`src/logic/ost_cfg.svh`:
```
// Constants of the over-speed trip monitor: register offsets, field
// positions, reset values and timing figures.
// Assumes a 25 MHz control clock and byte addresses on an APB bus.
`ifndef OST_CFG_SVH
`define OST_CFG_SVH

`define OST_ADDR_W         8
`define OST_ADDR_CTRL      8'h00
`define OST_ADDR_THRESH    8'h04
`define OST_ADDR_DELAY     8'h08
`define OST_ADDR_STATUS    8'h0c
`define OST_ADDR_IRQ_STAT  8'h10
`define OST_ADDR_IRQ_CLR   8'h14
`define OST_ADDR_IRQ_EN    8'h18

`define OST_CTRL_INHIBIT   0
`define OST_CTRL_TRIP_CLR  1
`define OST_STAT_TRIPPED   0
`define OST_STAT_OVER      1
`define OST_STAT_ARMED     2
`define OST_IRQ_TRIP       0
`define OST_IRQ_OVER       1
`define OST_IRQ_N          2

// Threshold in units of 0.01 %: default 150.00 %, top 300.00 %.
`define OST_THRESH_W       16
`define OST_THRESH_RST     16'h3a98
`define OST_THRESH_MAX     16'h7530
// Delay in units of 0.01 s: default 0.10 s, top 10.00 s.
`define OST_DELAY_W        10
`define OST_DELAY_RST      10'h00a
`define OST_DELAY_MAX      10'h3e8
`define OST_DELAY_UNIT_NS  10000000
`define OST_CLK_PERIOD_NS  40
`define OST_CYC_PER_UNIT   (`OST_DELAY_UNIT_NS / `OST_CLK_PERIOD_NS)

`endif

```
`src/logic/ost_pkg.sv`:
```
// Types shared by the over-speed trip monitor files.
// Assumes nothing beyond a SystemVerilog compiler.
package ost_pkg;

  typedef enum logic [1:0] {
    ost_mode_volts_hz,
    ost_mode_sensorless_vec,
    ost_mode_closed_loop_vec,
    ost_mode_pmac
  } ost_mode_e;

  // Speed feedback in units of 0.01 % of full speed, signed.
  typedef struct packed {
    ost_mode_e          mode;
    logic signed [15:0] speed;
  } ost_fb_s;

endpackage

```
`src/logic/ost_persist_timer.sv`:
```
// Persistence timer: counts clock cycles while the over-speed condition
// holds and reports when the count has gone past the programmed delay.
// Assumes run comes from logic on the same clock.
`timescale 1ns/1ps
`default_nettype none
`include "ost_cfg.svh"

module ost_persist_timer #(
  parameter int unsigned CYC_PER_UNIT = `OST_CYC_PER_UNIT
) (
  input  wire logic                     pclk,     // Control clock.
  input  wire logic                     presetn,  // Async reset, low.
  input  wire logic                     run,      // Condition holds.
  input  wire logic [`OST_DELAY_W-1:0]  delay,    // Delay, 0.01 s units.
  output logic                          expired   // Held past delay.
);

  logic [31:0] cnt_q;
  logic [31:0] cnt_d;
  logic [31:0] limit;

  // Product fits: 1000 units times 250000 cycles stays below 2^28.
  assign limit = 32'(delay) * 32'(CYC_PER_UNIT);

  always_comb begin
    if (!run) begin
      cnt_d = 32'h0000_0000;
    end else if (cnt_q != 32'hffff_ffff) begin
      cnt_d = cnt_q + 32'h0000_0001;
    end else begin
      cnt_d = cnt_q;
    end
  end

  always_ff @(posedge pclk or negedge presetn) begin
    if (!presetn) begin
      cnt_q <= 32'h0000_0000;
    end else begin
      cnt_q <= cnt_d;
    end
  end

  // Strictly longer than the delay: a zero delay still needs two cycles.
  assign expired = run && (cnt_q > limit);

  a_timer_restart: assert property (@(posedge pclk) disable iff (!presetn)
    !run |=> (cnt_q == 32'h0000_0000))
    else $error("persistence count not restarted");

endmodule
`default_nettype wire

```
`src/logic/ost_monitor.sv`:
```
// Over-speed trip monitor with an APB register slave and an interrupt.
// Assumes speed feedback and control mode come from the speed loop on
// the same clock, so they are used without synchronisers.
`timescale 1ns/1ps
`default_nettype none
`include "ost_cfg.svh"

module ost_monitor #(
  parameter int unsigned CYC_PER_UNIT = `OST_CYC_PER_UNIT
) (
  input  wire logic                    pclk,     // Control clock, 25 MHz.
  input  wire logic                    presetn,  // Async reset, low.
  input  wire logic                    psel,     // APB select.
  input  wire logic                    penable,  // APB access phase.
  input  wire logic                    pwrite,   // APB write.
  input  wire logic [`OST_ADDR_W-1:0]  paddr,    // APB byte address.
  input  wire logic [31:0]             pwdata,   // APB write data.
  output logic      [31:0]             prdata,   // APB read data.
  output logic                         pready,   // APB ready.
  output logic                         pslverr,  // APB error.
  input  wire ost_pkg::ost_fb_s        fb,       // Speed loop feedback.
  output logic                         tripped,  // Latched trip.
  output logic                         irq       // Level interrupt.
);

  logic                      inhibit_q, inhibit_d;
  logic [`OST_THRESH_W-1:0]  thresh_q, thresh_d;
  logic [`OST_DELAY_W-1:0]   delay_q, delay_d;
  logic                      trip_q, trip_d;
  logic                      over_q, over_d;
  logic [`OST_IRQ_N-1:0]     irq_stat_q, irq_en_q, irq_en_d;
  logic [`OST_IRQ_N-1:0]     irq_set, irq_clr;
  logic [31:0]               rdata_q, rdata_d;
  logic                      err_q, err_d;

  logic        setup;
  logic        wr;
  logic        hit;
  logic        armed;
  logic        over;
  logic        run;
  logic        expired;
  logic        trip_clr;
  logic [16:0] speed_mag;
  logic [16:0] wd17;

  assign setup = psel && !penable;
  assign wr    = psel && penable && pwrite;

  // The drive may spin either way, so the magnitude is compared.
  assign speed_mag = fb.speed[15] ? (17'h0_0000 - {fb.speed[15], fb.speed})
                                  : {1'b0, fb.speed};
  assign over  = speed_mag > {1'b0, thresh_q};
  assign armed = (fb.mode == ost_pkg::ost_mode_closed_loop_vec) ||
                 (fb.mode == ost_pkg::ost_mode_sensorless_vec);
  assign run   = over && armed && !inhibit_q;

  ost_persist_timer #(
    .CYC_PER_UNIT (CYC_PER_UNIT)
  ) u_timer (
    .pclk    (pclk),
    .presetn (presetn),
    .run     (run),
    .delay   (delay_q),
    .expired (expired)
  );

  assign trip_clr = wr && (paddr == `OST_ADDR_CTRL) &&
                    pwdata[`OST_CTRL_TRIP_CLR];
  assign wd17 = pwdata[16:0];

  // Settings and trip latch.
  always_comb begin
    inhibit_d = inhibit_q;
    thresh_d  = thresh_q;
    delay_d   = delay_q;
    if (wr && (paddr == `OST_ADDR_CTRL)) begin
      inhibit_d = pwdata[`OST_CTRL_INHIBIT];
    end
    if (wr && (paddr == `OST_ADDR_THRESH)) begin
      if (wd17 > {1'b0, `OST_THRESH_MAX} || pwdata[31:17] != 15'h0000) begin
        thresh_d = `OST_THRESH_MAX;
      end else begin
        thresh_d = pwdata[`OST_THRESH_W-1:0];
      end
    end
    if (wr && (paddr == `OST_ADDR_DELAY)) begin
      if (pwdata > {22'h00_0000, `OST_DELAY_MAX}) begin
        delay_d = `OST_DELAY_MAX;
      end else begin
        delay_d = pwdata[`OST_DELAY_W-1:0];
      end
    end
    // A trip arriving with a software clear still latches.
    if (inhibit_q) begin
      trip_d = 1'b0;
    end else begin
      trip_d = expired || (trip_q && !trip_clr);
    end
    over_d = run;
  end

  always_ff @(posedge pclk or negedge presetn) begin
    if (!presetn) begin
      inhibit_q <= 1'b0;
      thresh_q  <= `OST_THRESH_RST;
      delay_q   <= `OST_DELAY_RST;
      trip_q    <= 1'b0;
      over_q    <= 1'b0;
    end else begin
      inhibit_q <= inhibit_d;
      thresh_q  <= thresh_d;
      delay_q   <= delay_d;
      trip_q    <= trip_d;
      over_q    <= over_d;
    end
  end

  assign tripped = trip_q;

  // Interrupt events: trip rising and over-speed condition starting.
  assign irq_set[`OST_IRQ_TRIP] = trip_d && !trip_q;
  assign irq_set[`OST_IRQ_OVER] = run && !over_q;
  assign irq_clr = (wr && (paddr == `OST_ADDR_IRQ_CLR)) ?
                   pwdata[`OST_IRQ_N-1:0] : {`OST_IRQ_N{1'b0}};
  assign irq_en_d = (wr && (paddr == `OST_ADDR_IRQ_EN)) ?
                    pwdata[`OST_IRQ_N-1:0] : irq_en_q;

  genvar gi;
  generate
    for (gi = 0; gi < `OST_IRQ_N; gi = gi + 1) begin : g_irq
      logic sticky_d;
      // Set beats clear so an event in the clearing cycle is kept.
      assign sticky_d = irq_set[gi] || (irq_stat_q[gi] && !irq_clr[gi]);
      always_ff @(posedge pclk or negedge presetn) begin
        if (!presetn) begin
          irq_stat_q[gi] <= 1'b0;
        end else begin
          irq_stat_q[gi] <= sticky_d;
        end
      end
    end
  endgenerate

  always_ff @(posedge pclk or negedge presetn) begin
    if (!presetn) begin
      irq_en_q <= {`OST_IRQ_N{1'b0}};
    end else begin
      irq_en_q <= irq_en_d;
    end
  end

  assign irq = |(irq_stat_q & irq_en_q);

  // Read data is captured in the setup cycle so the access phase can
  // answer at once from a flip-flop.
  always_comb begin
    rdata_d = rdata_q;
    err_d   = err_q;
    hit     = 1'b1;
    if (setup) begin
      rdata_d = 32'h0000_0000;
      case (paddr)
        `OST_ADDR_CTRL:     rdata_d[`OST_CTRL_INHIBIT] = inhibit_q;
        `OST_ADDR_THRESH:   rdata_d[`OST_THRESH_W-1:0] = thresh_q;
        `OST_ADDR_DELAY:    rdata_d[`OST_DELAY_W-1:0]  = delay_q;
        `OST_ADDR_STATUS: begin
          rdata_d[`OST_STAT_TRIPPED] = trip_q;
          rdata_d[`OST_STAT_OVER]    = run;
          rdata_d[`OST_STAT_ARMED]   = armed;
        end
        `OST_ADDR_IRQ_STAT: rdata_d[`OST_IRQ_N-1:0] = irq_stat_q;
        `OST_ADDR_IRQ_CLR:  rdata_d = 32'h0000_0000;
        `OST_ADDR_IRQ_EN:   rdata_d[`OST_IRQ_N-1:0] = irq_en_q;
        default:            hit = 1'b0;
      endcase
      err_d = !hit;
    end
  end

  always_ff @(posedge pclk or negedge presetn) begin
    if (!presetn) begin
      rdata_q <= 32'h0000_0000;
      err_q   <= 1'b0;
    end else begin
      rdata_q <= rdata_d;
      err_q   <= err_d;
    end
  end

  assign pready  = 1'b1;
  assign prdata  = (psel && penable && !pwrite) ? rdata_q : 32'h0000_0000;
  assign pslverr = psel && penable && err_q;

  a_inhibit_no_trip: assert property (@(posedge pclk) disable iff (!presetn)
    inhibit_q |=> !tripped)
    else $error("trip raised while inhibited");

  a_below_thresh_idle: assert property (@(posedge pclk)
    disable iff (!presetn)
    (speed_mag <= {1'b0, thresh_q}) |-> !expired && !run)
    else $error("timer runs at or below threshold");

  a_thresh_in_range: assert property (@(posedge pclk) disable iff (!presetn)
    thresh_q <= `OST_THRESH_MAX)
    else $error("threshold above 300 percent");

  a_trip_after_hold: assert property (@(posedge pclk) disable iff (!presetn)
    $rose(trip_q) |-> $past(run, 1) && $past(run, 2))
    else $error("trip without persistent over-speed");

  a_delay_in_range: assert property (@(posedge pclk) disable iff (!presetn)
    delay_q <= `OST_DELAY_MAX)
    else $error("delay above 10 s");

  a_mode_gates_run: assert property (@(posedge pclk) disable iff (!presetn)
    !armed |-> !run ##1 !$rose(trip_q))
    else $error("trip evaluated outside vector mode");

  a_status_reads_trip: assert property (@(posedge pclk)
    disable iff (!presetn)
    setup && !pwrite && (paddr == `OST_ADDR_STATUS) ##1 (psel && penable)
    |-> prdata[`OST_STAT_TRIPPED] == $past(trip_q))
    else $error("status read disagrees with trip");

  a_restart_on_break: assert property (@(posedge pclk)
    disable iff (!presetn)
    (!over || inhibit_q || !armed) |=> !expired)
    else $error("expiry survives a broken condition");

endmodule
`default_nettype wire

```
`config.mk`:
```
export PLATFORM = sky130hd
export DESIGN_NAME = ost_monitor
export DESIGN_NICKNAME = d
export VERILOG_FILES = /design/src/logic/ost_pkg.sv /design/src/logic/ost_persist_timer.sv /design/src/logic/ost_monitor.sv
export VERILOG_INCLUDE_DIRS = /design/src /design/src/logic
export SDC_FILE = /design/constraint.sdc
export NUM_CORES = 1
export LEC_CHECK = 0
export BUFFER_PORTS_ARGS = -buffer_cell sky130_fd_sc_hd__buf_2
export CAP_MARGIN = 20
export CELL_PAD_IN_SITES_DETAIL_PLACEMENT = 1
export CELL_PAD_IN_SITES_GLOBAL_PLACEMENT = 1
export CORE_MARGIN = 2
export CORE_UTILIZATION = 46
export DETAILED_ROUTE_END_ITERATION = 7
export GPL_TIMING_DRIVEN = 0
export MAX_ROUTING_LAYER = met4
export PLACE_DENSITY = 0.87
export REMOVE_ABC_BUFFERS = 1
export SYNTH_ARGS = -nofsm -noshare
export SYNTH_HDL_FRONTEND = slang
export SYNTH_HIERARCHICAL = 1
export SYNTH_SLANG_ARGS = --single-unit
export TNS_END_PERCENT = 1
```
`constraint.sdc`:
```
create_clock -name pclk -period 8.2 [get_ports pclk]
set_clock_uncertainty 0.2 [all_clocks]
set_input_delay 0.41 -clock pclk [delete_from_list [all_inputs] [get_ports pclk]]
set_output_delay 0.41 -clock pclk [all_outputs]
set_load 0.005 [all_outputs]
```
== Yosys cells after proc, flatten, opt, wreduce, memory -nomap -nowiden ==
Cells that the tools add are included.
Widths: inputs -> output; s select.
Operators by class
  $add $sub $neg: 2
  multipliers: 1
  order comparisons: 4
  equal/unequal tests: 10
  mux-type cells: 15
  bitwise gates (word level): 1
  reduce and logical (&&, ||, !) cells: 37
Operators by type and width (number)
  $mux 32: 2
  $add 32x1->32 const B: 1
  $gt 32x10->1 const B: 1
  $gt 32x28->1: 1
  $mux 16: 2
  $ne 32x32->1 const B: 1
  $eq 8x5->1 const B: 3
  $mul 10x14->24 const B: 1
  $logic_and 1x1->1: 19
  $gt 17x15->1 const B: 1
  $gt 17x16->1: 1
  $mux 17: 1
  $sub 1x16->17 const A: 1
  $eq 8x4->1 const B: 2
  $reduce_bool 15->1: 1
  $pmux 7 s2: 1
  $mux 10: 1
  $logic_not 1->1: 9
  $eq 8x3->1 const B: 1
  $logic_not 8->1: 1
  $reduce_or 7->1: 1
  $mux 6: 1
  $pmux 1 s6: 1
  $logic_or 1x1->1: 5
  9 further kinds: 11
Storage, ports and cells
  flip-flop bits (word level): 82
  bits of input ports: 63
  output and inout port bits: 36
  word-level logic and storage cells: 81

== Depth between registers and ports, before layout ==
Gate-level depths: netlist (run 1).
  depth in word-level cells: 10
  gate-level depth with buffers: 25
  depth with buffers taken out: 25

== By module ==
Netlist (run 1), hierarchy kept.
By module, submodules not included
  ost_persist_timer: times used 1, cells an instance 485, area an instance 4443.0 µm², sequential area each 800.8 µm²
  ost_monitor: times used 1, cells an instance 356, area an instance 3298.2 µm², sequential area each 1262.5 µm²

== Worst setup path before layout (run 1) ==
Ideal clock, no wire load.
  kind: reg-to-reg
  start point: reg delay_q[1]
  end point: reg irq_stat_q[0]
  setup time: 0.121 ns
  data arrival time: 6.043 ns
  data required time: 7.879 ns
  path slack: 1.836 ns
  cell stages (with the launch flop): 25
  path buffers: 0
  clock period less this slack: 6.364 ns
  cells stage by stage: dfstp_2 > inv_1 > fa_1 > inv_1 > ha_1 > fa_1 > inv_1 > fa_1 > fa_1 > inv_1 > ha_1 > and4b_1 > a211oi_1 > a21boi_2 > o31ai_1 > a2111oi_0 > xor2_1 > ha_1 > nand4_1 > or3_1 > nor3_1 > nand3_1 > nand2_1 > a21oi_1 > a22o_1
Between the ends
  cells in the longest elaborated chain, start to end: 7
RTL lines
  start, declared: line ost_monitor.sv:28  | logic [`OST_DELAY_W-1:0] delay_q, delay_d;
  start signal, assigned: line ost_monitor.sv:107  | delay_q <= `OST_DELAY_RST;
  start signal, assigned: line ost_monitor.sv:113  | delay_q <= delay_d;
  $mul 10x14->24: line ost_persist_timer.sv:23  | assign limit = 32'(delay) * 32'(CYC_PER_UNIT);
  $gt 32x28->1: line ost_persist_timer.sv:44  | assign expired = run && (cnt_q > limit);
  $logic_and 1x1->1: line ost_persist_timer.sv:44
  net expired: line ost_monitor.sv:42  | logic expired;
  $logic_or 1x1->1: line ost_monitor.sv:98  | trip_d = expired || (trip_q && !trip_clr);
  $mux 1: line ost_monitor.sv:95  | if (inhibit_q) begin
  $logic_and 1x1->1: line ost_monitor.sv:122  | assign irq_set[`OST_IRQ_TRIP] = trip_d && !trip_q;
  $logic_or 1x1->1: line ost_monitor.sv:134  | assign sticky_d = irq_set[gi] || (irq_stat_q[gi] && !irq_clr[gi]);
  net g_irq[0].sticky_d: line ost_monitor.sv:132  | logic sticky_d;
  end signal, assigned by index: line ost_monitor.sv:139  | irq_stat_q[gi] <= sticky_d;
  end, declared: line ost_monitor.sv:31  | logic [`OST_IRQ_N-1:0] irq_stat_q, irq_en_q, irq_en_d;
The timed path passes the listed nets, and every way through them passes these cells.
A chain may end at the register's enable or synchronous reset.

== Worst setup path in the final report (run 1) ==
Same ends and word-level chain as after synthesis.

==> impl_metrics.tcl, run 1 <==
set metrics [dict create \
    rows 47 \
    p_leak_nw 4.42 \
    critical_path_class "reg -> reg" \
    yosys_most_used_dff "dfrtp_1" \
    multiInputGateArea_um2 5230 \
    nets 1124 \
    maxCapViolCount 0 \
    yosysUniqueCellTypes 76 \
    core_area_um2 16500 \
    synth-compound-area-share_pct 15.4 \
    hpwl_um 16300 \
    io_pins 99 \
    die_h_um 134 \
    ys_async_sr_fraction_pct 100 \
    period_share_pct 91.0 \
    fin_tns_setup_ns 0 \
    grt_max_degree 72 \
    drt-initial-drc-count 296 \
    max-slew-margin-rel_pct 30.4 \
    finalWorstPathRequiredPeriod_ns 7.46 \
    cp_data_arrival_time_ns 7.55 \
    rrSetupSlack_ns 0.74 \
    crit_path_max_incr_delay_ns 0.65 \
    grt_pass1_vias 6989 \
    status "finished clean" \
    finalHoldViolCount 0 \
    grt_antenna_before_repair 0 \
    grt_use_total_pct 24.5 \
    rr_worst_depth 23 \
    yosysWarningCount 6 \
    final_area_um2 8630 \
    synth-xor-area-share_pct 6.11 \
    cts.clk_slew.worst_paths_ns 0.07 \
    antenna_cells 0 \
    wirelength_um 20700 \
    synth-seq-cells 82 \
    wl_per_cell_um 18.1 \
    rsz0062_at_grt "false" \
    numCtsBuffers 9 \
    vias 6540 \
    fp.dieW_um 134 \
    clkSinkCount 82 \
    detail_route.vias_per_cell 5.71 \
    cp_slowest_cell "dfstp_2" \
    syn_area_um2 7740 \
    finalMaxSlewViolations 0 \
    htreeDepth 3 \
    cp_max_fo 7 \
    synth_top_family_by_area "adder cells" \
    ir_drop_v 0.000151 \
    synth_enable_flop_cells 0 \
    setup_viol 0 \
    postLayoutSetupSlackWorst_ns 0.741 \
    path_cells "inv_1, fa_1, inv_1, ha_1, fa_1, inv_1, fa_1, fa_1, inv_1, ha_1, and4b_1, a211oi_1, a21boi_2, o31ai_1, a2111oi_0, xor2_1, ha_1, nand4_1, or3_1, nor3_1, o21ai_0, a21oi_1, a22o_1" \
    first_pass_iters 4 \
    drc 0 \
    cp.required_ns 8.29 \
    cp-start-kind "flip-flop" \
    syn_to_final_growth_pct 11.4 \
    power_density_nw_per_um2 112 \
    worst-slew-pin-transition_ns 1.03 \
    cts_tree "done" \
    port_buffers 81 \
    num-fill-cells 1945 \
    min_from "pwdata[11]" \
    gp_congestion 0.900 \
    hold-path-endpoint "thresh_q[11]$_DFFE_PN1P_" \
    overflow 0 \
    yosys.area_share.simple_pct 19.3 \
    end_kind "flip-flop" \
    drive_gt1_share_pct 13.7 \
    seqCellArea_um2 2060 \
    hold_depth 3 \
    ys_seq_area_share_pct 26.7 \
    synth_adder_area_share_pct 25.2 \
    grt_pass1_wl_um 34100 \
    dp_slack_ns 0.824 \
    syn_area_per_cell_um2 9.20 \
    synth_mux_area_share_pct 0.695 \
    drtAntennaViolNets 0 \
    hold_path.class "in -> reg" \
    clock.fmax_mhz 134 \
    clk_latency_ns 0.36 \
    initial_core_util_pct 46.8 \
    power_uw 966 \
    r2r_end "irq_stat_q[0]$_DFF_PN0_" \
    synthCells 841 \
    dpl-instance-area_um2 8310 \
    r2r-start "delay_q[1]$_DFFE_PN1P_" \
    dieArea_um2 17900 \
    cts_buffer_depth 2 \
    cts_root_buffer "clkbuf_16" \
]
[cell usage in the layout, fill, tap and decap left out, types with 5 or more instances in the layout]
cell type,synthesis,routed
a21o_1,21,21
a21oi_1,32,32
a22o_1,10,10
a22oi_1,12,12
a31oi_1,6,6
and2_1,22,22
and3_1,14,14
and4_1,6,6
buf_2,2,80
clkbuf_16,0,9
conb_1,2,17
dfrtp_1,73,73
dfstp_2,9,9
fa_1,25,25
ha_1,116,116
inv_1,82,82
nand2_1,55,55
nand2b_1,5,5
nand3_1,22,22
nand4_1,18,18
nor2_1,58,58
nor3_1,15,15
nor4_1,10,10
o21ai_0,36,36
o22a_1,6,6
o31ai_1,10,10
or3_1,11,11
xnor2_1,34,34
xor2_1,20,20
[where the power goes]
part | total, mW | switching (mW) | internal (mW)
clock network | 0.404 | 0.169 | 0.235
logic | 0.146 | 0.0876 | 0.0586
registers | 0.416 | 0.00655 | 0.410
[critical path: cells and delay by family (launching register included)]
kind                     cells  cell delay (ns)
buffers and inverters        4             0.35
flip-flops                   1             0.65
XOR/XNOR                     1             0.17
AO/OA/AOI/OAI                7             1.80
adder cells (fa/ha/maj)      7             3.11
AND/OR/NAND/NOR              4             1.10
[metrics by stage]
stage	utilization [%]	instances	hold slack [ns]
2_1_floorplan	-	824	-0.0856
3_3_place_gp	50.1	1125	0.212
3_5_place_dp	50.3	1126	0.0946
4_1_cts	52.1	1143	0.0851
5_1_grt	52.2	1145	0.114
6_report	52.2	1145	0.102
[flip-flops by register name (all words and copies together), names as in the netlist]
register       flops
u_timer/cnt_q     32
rdata_q           16
thresh_q          16
delay_q           10
irq_en_q           2
irq_stat_q         2
err_q              1
inhibit_q          1
over_q             1
tripped            1
[repair_timing]
item | 4_1_cts | 5_1_grt
hold buffers | 1 | 0
gates resized for setup | 0 | 0
buffers inserted | 0 | 0
hold endpoints to repair | 11 | 0
[Yosys cell counts (4+ instances only)]
cell type / number / area share, %
or4_1: 4 / 0.39
or3_1: 11 / 0.89
inv_1: 82 / 4.0
dfrtp_1: 73 / 24
and4_1: 6 / 0.68
nand4_1: 18 / 1.5
nor2_1: 58 / 2.8
dfstp_2: 9 / 3.1
nor4_1: 10 / 0.81
o22a_1: 6 / 0.68
a22oi_1: 12 / 1.2
and2_1: 22 / 1.8
nor3_1: 15 / 0.97
xnor2_1: 34 / 3.8
nand2b_1: 5 / 0.40
nand2_1: 55 / 2.7
a211oi_1: 4 / 0.39
a31oi_1: 6 / 0.48
o21ai_0: 36 / 2.3
a2bb2oi_1: 4 / 0.45
ha_1: 116 / 19
and3_1: 14 / 1.1
nand3_1: 22 / 1.4
a22o_1: 10 / 1.1
o31ai_1: 10 / 0.97
xor2_1: 20 / 2.3
nor2b_1: 4 / 0.32
a21o_1: 21 / 2.0
fa_1: 25 / 6.5
buf_4: 17 / 1.6
clkbuf_1: 11 / 0.53
a21oi_1: 32 / 2.1
[how the worst max path moves through the flow]
stage | from | endpoint | slack, ns | cells after the start
CTS | delay_q[1]$_DFFE_PN1P_ | irq_stat_q[0]$_DFF_PN0_ | 0.74 | 23
global route | delay_q[1]$_DFFE_PN1P_ | irq_stat_q[0]$_DFF_PN0_ | 0.37 | 23
floorplan | delay_q[1]$_DFFE_PN1P_ | irq_stat_q[0]$_DFF_PN0_ | 1.84 | 24
global placement | delay_q[1]$_DFFE_PN1P_ | tripped$_DFF_PN0_ | 1.02 | 24
detailed placement | delay_q[1]$_DFFE_PN1P_ | irq_stat_q[0]$_DFF_PN0_ | 0.82 | 23
finish | delay_q[1]$_DFFE_PN1P_ | irq_stat_q[0]$_DFF_PN0_ | 0.74 | 23
[routing by layer]
metal | vias up | routed length [um] | GRT usage [%]
li1 | 3143 | - | -
met1 | 3214 | 8860 | 29.2
met2 | 152 | 10700 | 42.7
met3 | 31 | 765 | 4.41
met4 | 0 | 368 | 6.74
met5 | - | 0 | -
[cells by family (layout without fill, tap and decap cells)]
family,after synthesis,after routing
compound gates,174,174
fa+ha+maj,141,141
mux,5,5
xor+xnor,54,54
other cells,2,17
simple gates,269,269
buf+inv,114,183
flops,82,82
[final cells by class]
type	instances	share of cell area, %
clock buffer	11	2.70
clock inverter	5	0.638
inverter	82	3.57
multi-input combinational	660	60.6
sequential	82	23.9
tap	220	3.19
timing repair buffer	85	5.42
(Power assumes the default switching activity.)
==> run 2: changes to the inputs <==
Settings changed: ABC_AREA set to 1, CORE_UTILIZATION 46 to 44, PLACE_DENSITY 0.87 to 0.88.
==> impl_metrics.tcl, run 2 <==
set metrics [dict create \
    status "finished clean" \
    fp.dieW_um 145 \
    dieArea_um2 20900 \
    wl_per_cell_um 16.4 \
    wirelength_um 26200 \
    io_pins 99 \
    rsz0062_at_grt "false" \
    grt_pass1_vias 8489 \
    synth_enable_flop_cells 0 \
    overflow 0 \
    synth_common_cells "nand2_1 (335), inv_1 (205), nor2_1 (141), ha_1 (116), nand3_1 (83)" \
    fin_tns_setup_ns 0 \
    p_leak_nw 5.34 \
    vias 8310 \
    grt_use_total_pct 26.4 \
    rows 51 \
    finalHoldViolCount 0 \
    drt-initial-drc-count 342 \
    yosys_most_used_dff "dfrtp_1" \
    grt_pass1_wl_um 42100 \
    final_cell_mix "nand2_1 (335), inv_1 (205), nor2_1 (140)" \
    cts.clk_slew.worst_paths_ns 0.07 \
    syn_to_final_growth_pct 11.4 \
    post_cts_buffers 0 \
    clkSinkCount 82 \
    syn_area_um2 8690 \
    port_buffers 81 \
    cts_root_buffer "clkbuf_16" \
    synthCells 1243 \
    hpwl_um 21000 \
    antenna_cells 0 \
    netlist.area_leader.share_pct 21.0 \
    drive_gt1_share_pct 11.7 \
    yosysWarningCount 6 \
    worst-slew-pin-transition_ns 0.786 \
    drc 0 \
    cts_buffer_depth 2 \
    htreeDepth 3 \
    synthMostInstantiatedCell "nand2_1" \
    first_pass_iters 5 \
    ys_async_sr_fraction_pct 100 \
    cp_max_fo 6 \
    cts_tree "done" \
    cp.required_ns 8.30 \
    period_share_pct 77.4 \
    detail_route.vias_per_cell 5.22 \
    final_core_util_pct 49.9 \
    largest_reg_flops 32 \
    ys_seq_area_share_pct 23.7 \
    setup_viol 0 \
    cp_common_cell "nand2_1" \
    initial_core_util_pct 44.8 \
    gp_congestion 0.915 \
    maxCapViolCount 0 \
    die_h_um 145 \
    finalWorstPathRequiredPeriod_ns 6.34 \
    cp-start-kind "flip-flop" \
    synth-seq-cells 82 \
    yosysTopAreaCell "dfrtp_1" \
    power_density_nw_per_um2 128 \
    nets 1527 \
    numCtsBuffers 9 \
    critical_path_class "reg -> reg" \
    crit_path_max_incr_delay_ns 0.61 \
    hold_path.class "in -> reg" \
    core_area_um2 19400 \
    reg_top3 "u_timer/cnt_q x32, rdata_q x16, thresh_q x16" \
    layout_commonest_cell "nand2_1" \
    grt_antenna_before_repair 0 \
    drtAntennaViolNets 0 \
    cts_resized 0 \
    synth.area.top_cells "dfrtp_1 (21%), ha_1 (17%), nand2_1 (14%), inv_1 (8.9%), nor2_1 (6.1%)" \
    finalMaxSlewViolations 0 \
    cp_data_arrival_time_ns 6.44 \
    top_register "u_timer/cnt_q" \
    cp_slowest_cell "dfstp_2" \
    yosysUniqueCellTypes 50 \
    grt_max_degree 62 \
    clock.fmax_mhz 158 \
    end_kind "flip-flop" \
    max-slew-margin-rel_pct 47.6 \
    ir_drop_v 0.0000927 \
    clk_latency_ns 0.35 \
    syn_area_per_cell_um2 6.99 \
]
-- run 2: logic make-up after synthesis --
logic type	synth area share, %
AOI/OAI and AO/OA	7.93
adders and majority gates	22.5
and+or+nand+nor	31.3
xor gates and xnor gates	2.72
other	0.0864
DFF	23.7
buffers and inverters	11.7
-- run 2: power by group --
| part | total [mW] | internal, mW | switching (mW) | leakage [nW] |
|---|---|---|---|---|
| Clock | 0.453 | 0.270 | 0.184 | 0.156 |
| Combinational | 0.374 | 0.136 | 0.238 | 4.13 |
| Sequential | 0.414 | 0.410 | 0.00453 | 1.05 |
-- run 2: per-layer routing --
layer | track usage [%] | vias to the layer above | wire length (um)
met5 | - | - | 0
met4 | 6.08 | 0 | 319
met3 | 2.78 | 24 | 1040
met2 | 44.4 | 165 | 12900
met1 | 34.6 | 4053 | 12000
li1 | - | 4068 | -
-- run 2: timing repair --
action                                  4_1_cts  5_1_grt
endpoints found under the hold margin        21        0
hold buffers                                  1        0
endpoints found under the setup margin        0        0
-- run 2: metrics by stage --
stage	hold slack [ns]	setup WS [ns]	area, um2	std cells	power (mW)
2_1_floorplan	-0.0856	2.82	8530	1227	0.675
3_3_place_gp	0.222	2.05	9270	1573	0.768
3_5_place_dp	0.142	1.95	9340	1576	0.795
4_1_cts	0.109	1.89	9680	1593	1.25
5_1_grt	0.122	1.41	9680	1593	1.32
6_report	0.113	1.86	9680	1593	1.24
-- run 2: layout make-up --
| cell class | instances | area [um2] |
|---|---|---|
| Clock inverter | 7 | 103 |
| Inverter | 213 | 806 |
| Timing Repair Buffer | 85 | 488 |
| Tap cell | 265 | 332 |
| Sequential cell | 82 | 2060 |
| Multi-Input combinational cell | 932 | 5670 |
| Fill cell | 2590 | 9720 |
| Clock buffer | 9 | 225 |
-- run 2: critical path: cells and delay by family (launching register included) --
kind,cells,cell delay (ns)
and+or+nand+nor,13,1.37
adders and majority gates,7,3.02
buffers and inverters,6,0.46
AOI/OAI and AO/OA,3,0.65
DFF,1,0.61
-- run 2: worst paths after layout --
kind	start	endpoint	depth (start not counted)	slack, ns
max	delay_q[1]$_DFFE_PN1P_	irq_stat_q[0]$_DFF_PN0_	29	1.86
min	pwdata[7]	thresh_q[7]$_DFFE_PN1P_	3	0.11
max reg2reg	delay_q[1]$_DFFE_PN1P_	irq_stat_q[0]$_DFF_PN0_	29	1.86
min reg2reg	over_q$_DFF_PN0_	irq_stat_q[1]$_DFF_PN0_	1	0.24
max in group asynchronous	presetn	thresh_q[9]$_DFFE_PN1P_	3	6.83
min in group asynchronous	presetn	u_timer/cnt_q[0]$_DFFE_PN0P_	2	0.30
==> run 3: changes to the inputs <==
Settings changed: CORE_UTILIZATION 44 to 39, PLACE_DENSITY 0.88 to 0.83.
Clock period 8.2 ns to 5.6 ns, I/O delays scaled along.
==> impl_metrics.tcl, run 3 (synthesis gave the netlist of run 2 again) <==
set metrics [dict create \
    status "finished clean" \
    port_buffers 81 \
    cts_root_buffer "clkbuf_16" \
    wirelength_um 25800 \
    overflow 0 \
    finalWorstPathRequiredPeriod_ns 5.53 \
    hpwl_um 20800 \
    clock.fmax_mhz 181 \
    rrSetupSlack_ns 0.07 \
    cts.clk_slew.worst_paths_ns 0.07 \
    rr_worst_depth 28 \
    initial_core_util_pct 39.8 \
    p_leak_nw 5.39 \
    grt_use_total_pct 22.7 \
    finalMaxSlewViolations 0 \
    drc 0 \
    maxCapViolCount 0 \
    clkSinkCount 82 \
    wl_per_cell_um 16.0 \
    drtAntennaViolNets 0 \
    intPower_mw 1.23 \
    syn_to_final_growth_pct 14.4 \
    io_pins 99 \
    worst-slew-pin-transition_ns 0.694 \
    critical_path_class "reg -> reg" \
    top_register "u_timer/cnt_q" \
    power_mw 1.88 \
    hold_depth 3 \
    htreeDepth 3 \
    p_sw_share_pct 34.4 \
    fp.dieW_um 153 \
    nets 1535 \
    numCtsBuffers 9 \
    hold_path.class "in -> reg" \
    core_area_um2 21800 \
    p_clk_share_pct 35.4 \
    largest_reg_flops 32 \
    period_share_pct 98.7 \
    setup_viol 0 \
    final_cell_mix "nand2_1 (322), inv_1 (200), nor2_1 (135)" \
    cp_slowest_cell "fa_1" \
    antenna_cells 0 \
    drt-initial-drc-count 363 \
    cts_buffer_depth 2 \
    min_from "pwdata[2]" \
    seqPwrFrac_pct 32.2 \
    grt_antenna_before_repair 0 \
    cp_max_fo 3 \
    cts_tree "done" \
    grt_max_degree 67 \
    max-slew-margin-rel_pct 53.6 \
    first_pass_iters 4 \
    clk_latency_ns 0.35 \
    end_kind "flip-flop" \
    power_density_nw_per_um2 189 \
    r2r-start "delay_q[3]$_DFFE_PN1P_" \
    die_h_um 153 \
    vias 8409 \
    final_core_util_pct 45.6 \
    cp.required_ns 5.64 \
    power_switching_uw 647 \
    r2r_end "tripped$_DFF_PN0_" \
    dieArea_um2 23500 \
    crit_path_max_incr_delay_ns 0.55 \
    finalHoldViolCount 0 \
    rows 54 \
    detail_route.vias_per_cell 5.20 \
    grt_pass1_vias 8671 \
    reg_top3 "u_timer/cnt_q x32, rdata_q x16, thresh_q x16" \
    hold-path-endpoint "delay_q[2]$_DFFE_PN0P_" \
    pwr-share-comb_pct 32.4 \
    cp_data_arrival_time_ns 5.57 \
    grt_pass1_wl_um 42600 \
    ir_drop_v 0.000128 \
    rsz0062_at_grt "true" \
    cp-start-kind "flip-flop" \
    layout_commonest_cell "nand2_1" \
    drive_gt1_share_pct 15.5 \
    gp_congestion 0.909 \
]
## run 3: final cells by class
| class | instances | area [um2] |
|---|---|---|
| repair buffers | 93 | 553 |
| fillers | 2845 | 11900 |
| clock buffers | 10 | 239 |
| well taps | 280 | 350 |
| clock inverters | 6 | 87.6 |
| inverters | 213 | 806 |
| multi-input cells | 932 | 5830 |
| flip-flops and latches | 82 | 2070 |
## run 3: worst max-delay path by stage
stage / from / to / slack, ns / cells after the start
floorplan: delay_q[1]$_DFFE_PN1P_ / irq_stat_q[0]$_DFF_PN0_ / 0.22 / 29
global placement: delay_q[1]$_DFFE_PN1P_ / irq_stat_q[0]$_DFF_PN0_ / -0.52 / 28
detailed placement: delay_q[1]$_DFFE_PN1P_ / irq_stat_q[0]$_DFF_PN0_ / -0.67 / 29
CTS: delay_q[4]$_DFFE_PN0P_ / tripped$_DFF_PN0_ / 0.02 / 27
global route: delay_q[3]$_DFFE_PN1P_ / irq_stat_q[0]$_DFF_PN0_ / -0.24 / 30
finish: delay_q[3]$_DFFE_PN1P_ / tripped$_DFF_PN0_ / 0.07 / 28
## run 3: power by group through the flow
stage	Sequential, mW	Combinational [mW]	Clock (mW)
after floorplan	0.615	0.373	0
after global placement	0.617	0.506	0
after detailed placement	0.617	0.537	0
after CTS	0.606	0.585	0.676
after global routing	0.607	0.696	0.696
final	0.606	0.610	0.665
## run 3: worst max-delay path, delay by kind of cell (launching register included)
| family | cells | cell delay, ns |
|---|---|---|
| adders and majority gates | 7 | 2.74 |
| buffers and inverters | 10 | 0.87 |
| and+or+nand+nor | 7 | 0.70 |
| DFF | 1 | 0.53 |
| AOI/OAI and AO/OA | 3 | 0.26 |
| xor gates and xnor gates | 1 | 0.12 |
## run 3: repair_timing
action	4_1_cts	5_1_grt
setup endpoints to repair	2	2
hold buffers	3	0
resized for setup	32	18
setup buffers	5	1
hold endpoints to repair	75	0
pin swaps	19	8
## run 3: metal layers
layer | global-route usage, % | routed length, um
met1 | 29.9 | 12000
met2 | 37.9 | 12500
met3 | 2.15 | 914
met4 | 5.34 | 377
met5 | - | 0
## run 3: through the flow
step	hold slack (ns)	TNS [ns]	cells	area, um2	setup slack [ns]
2_1_floorplan	-0.216	0	1227	8530	0.218
3_3_place_gp	0.222	-0.959	1588	9290	-0.522
3_5_place_dp	-0.0198	-1.23	1591	9360	-0.673
4_1_cts	0.0308	0	1615	9870	0.0179
5_1_grt	0.0358	-0.444	1616	9940	-0.236
6_report	0.0408	0	1616	9940	0.0735
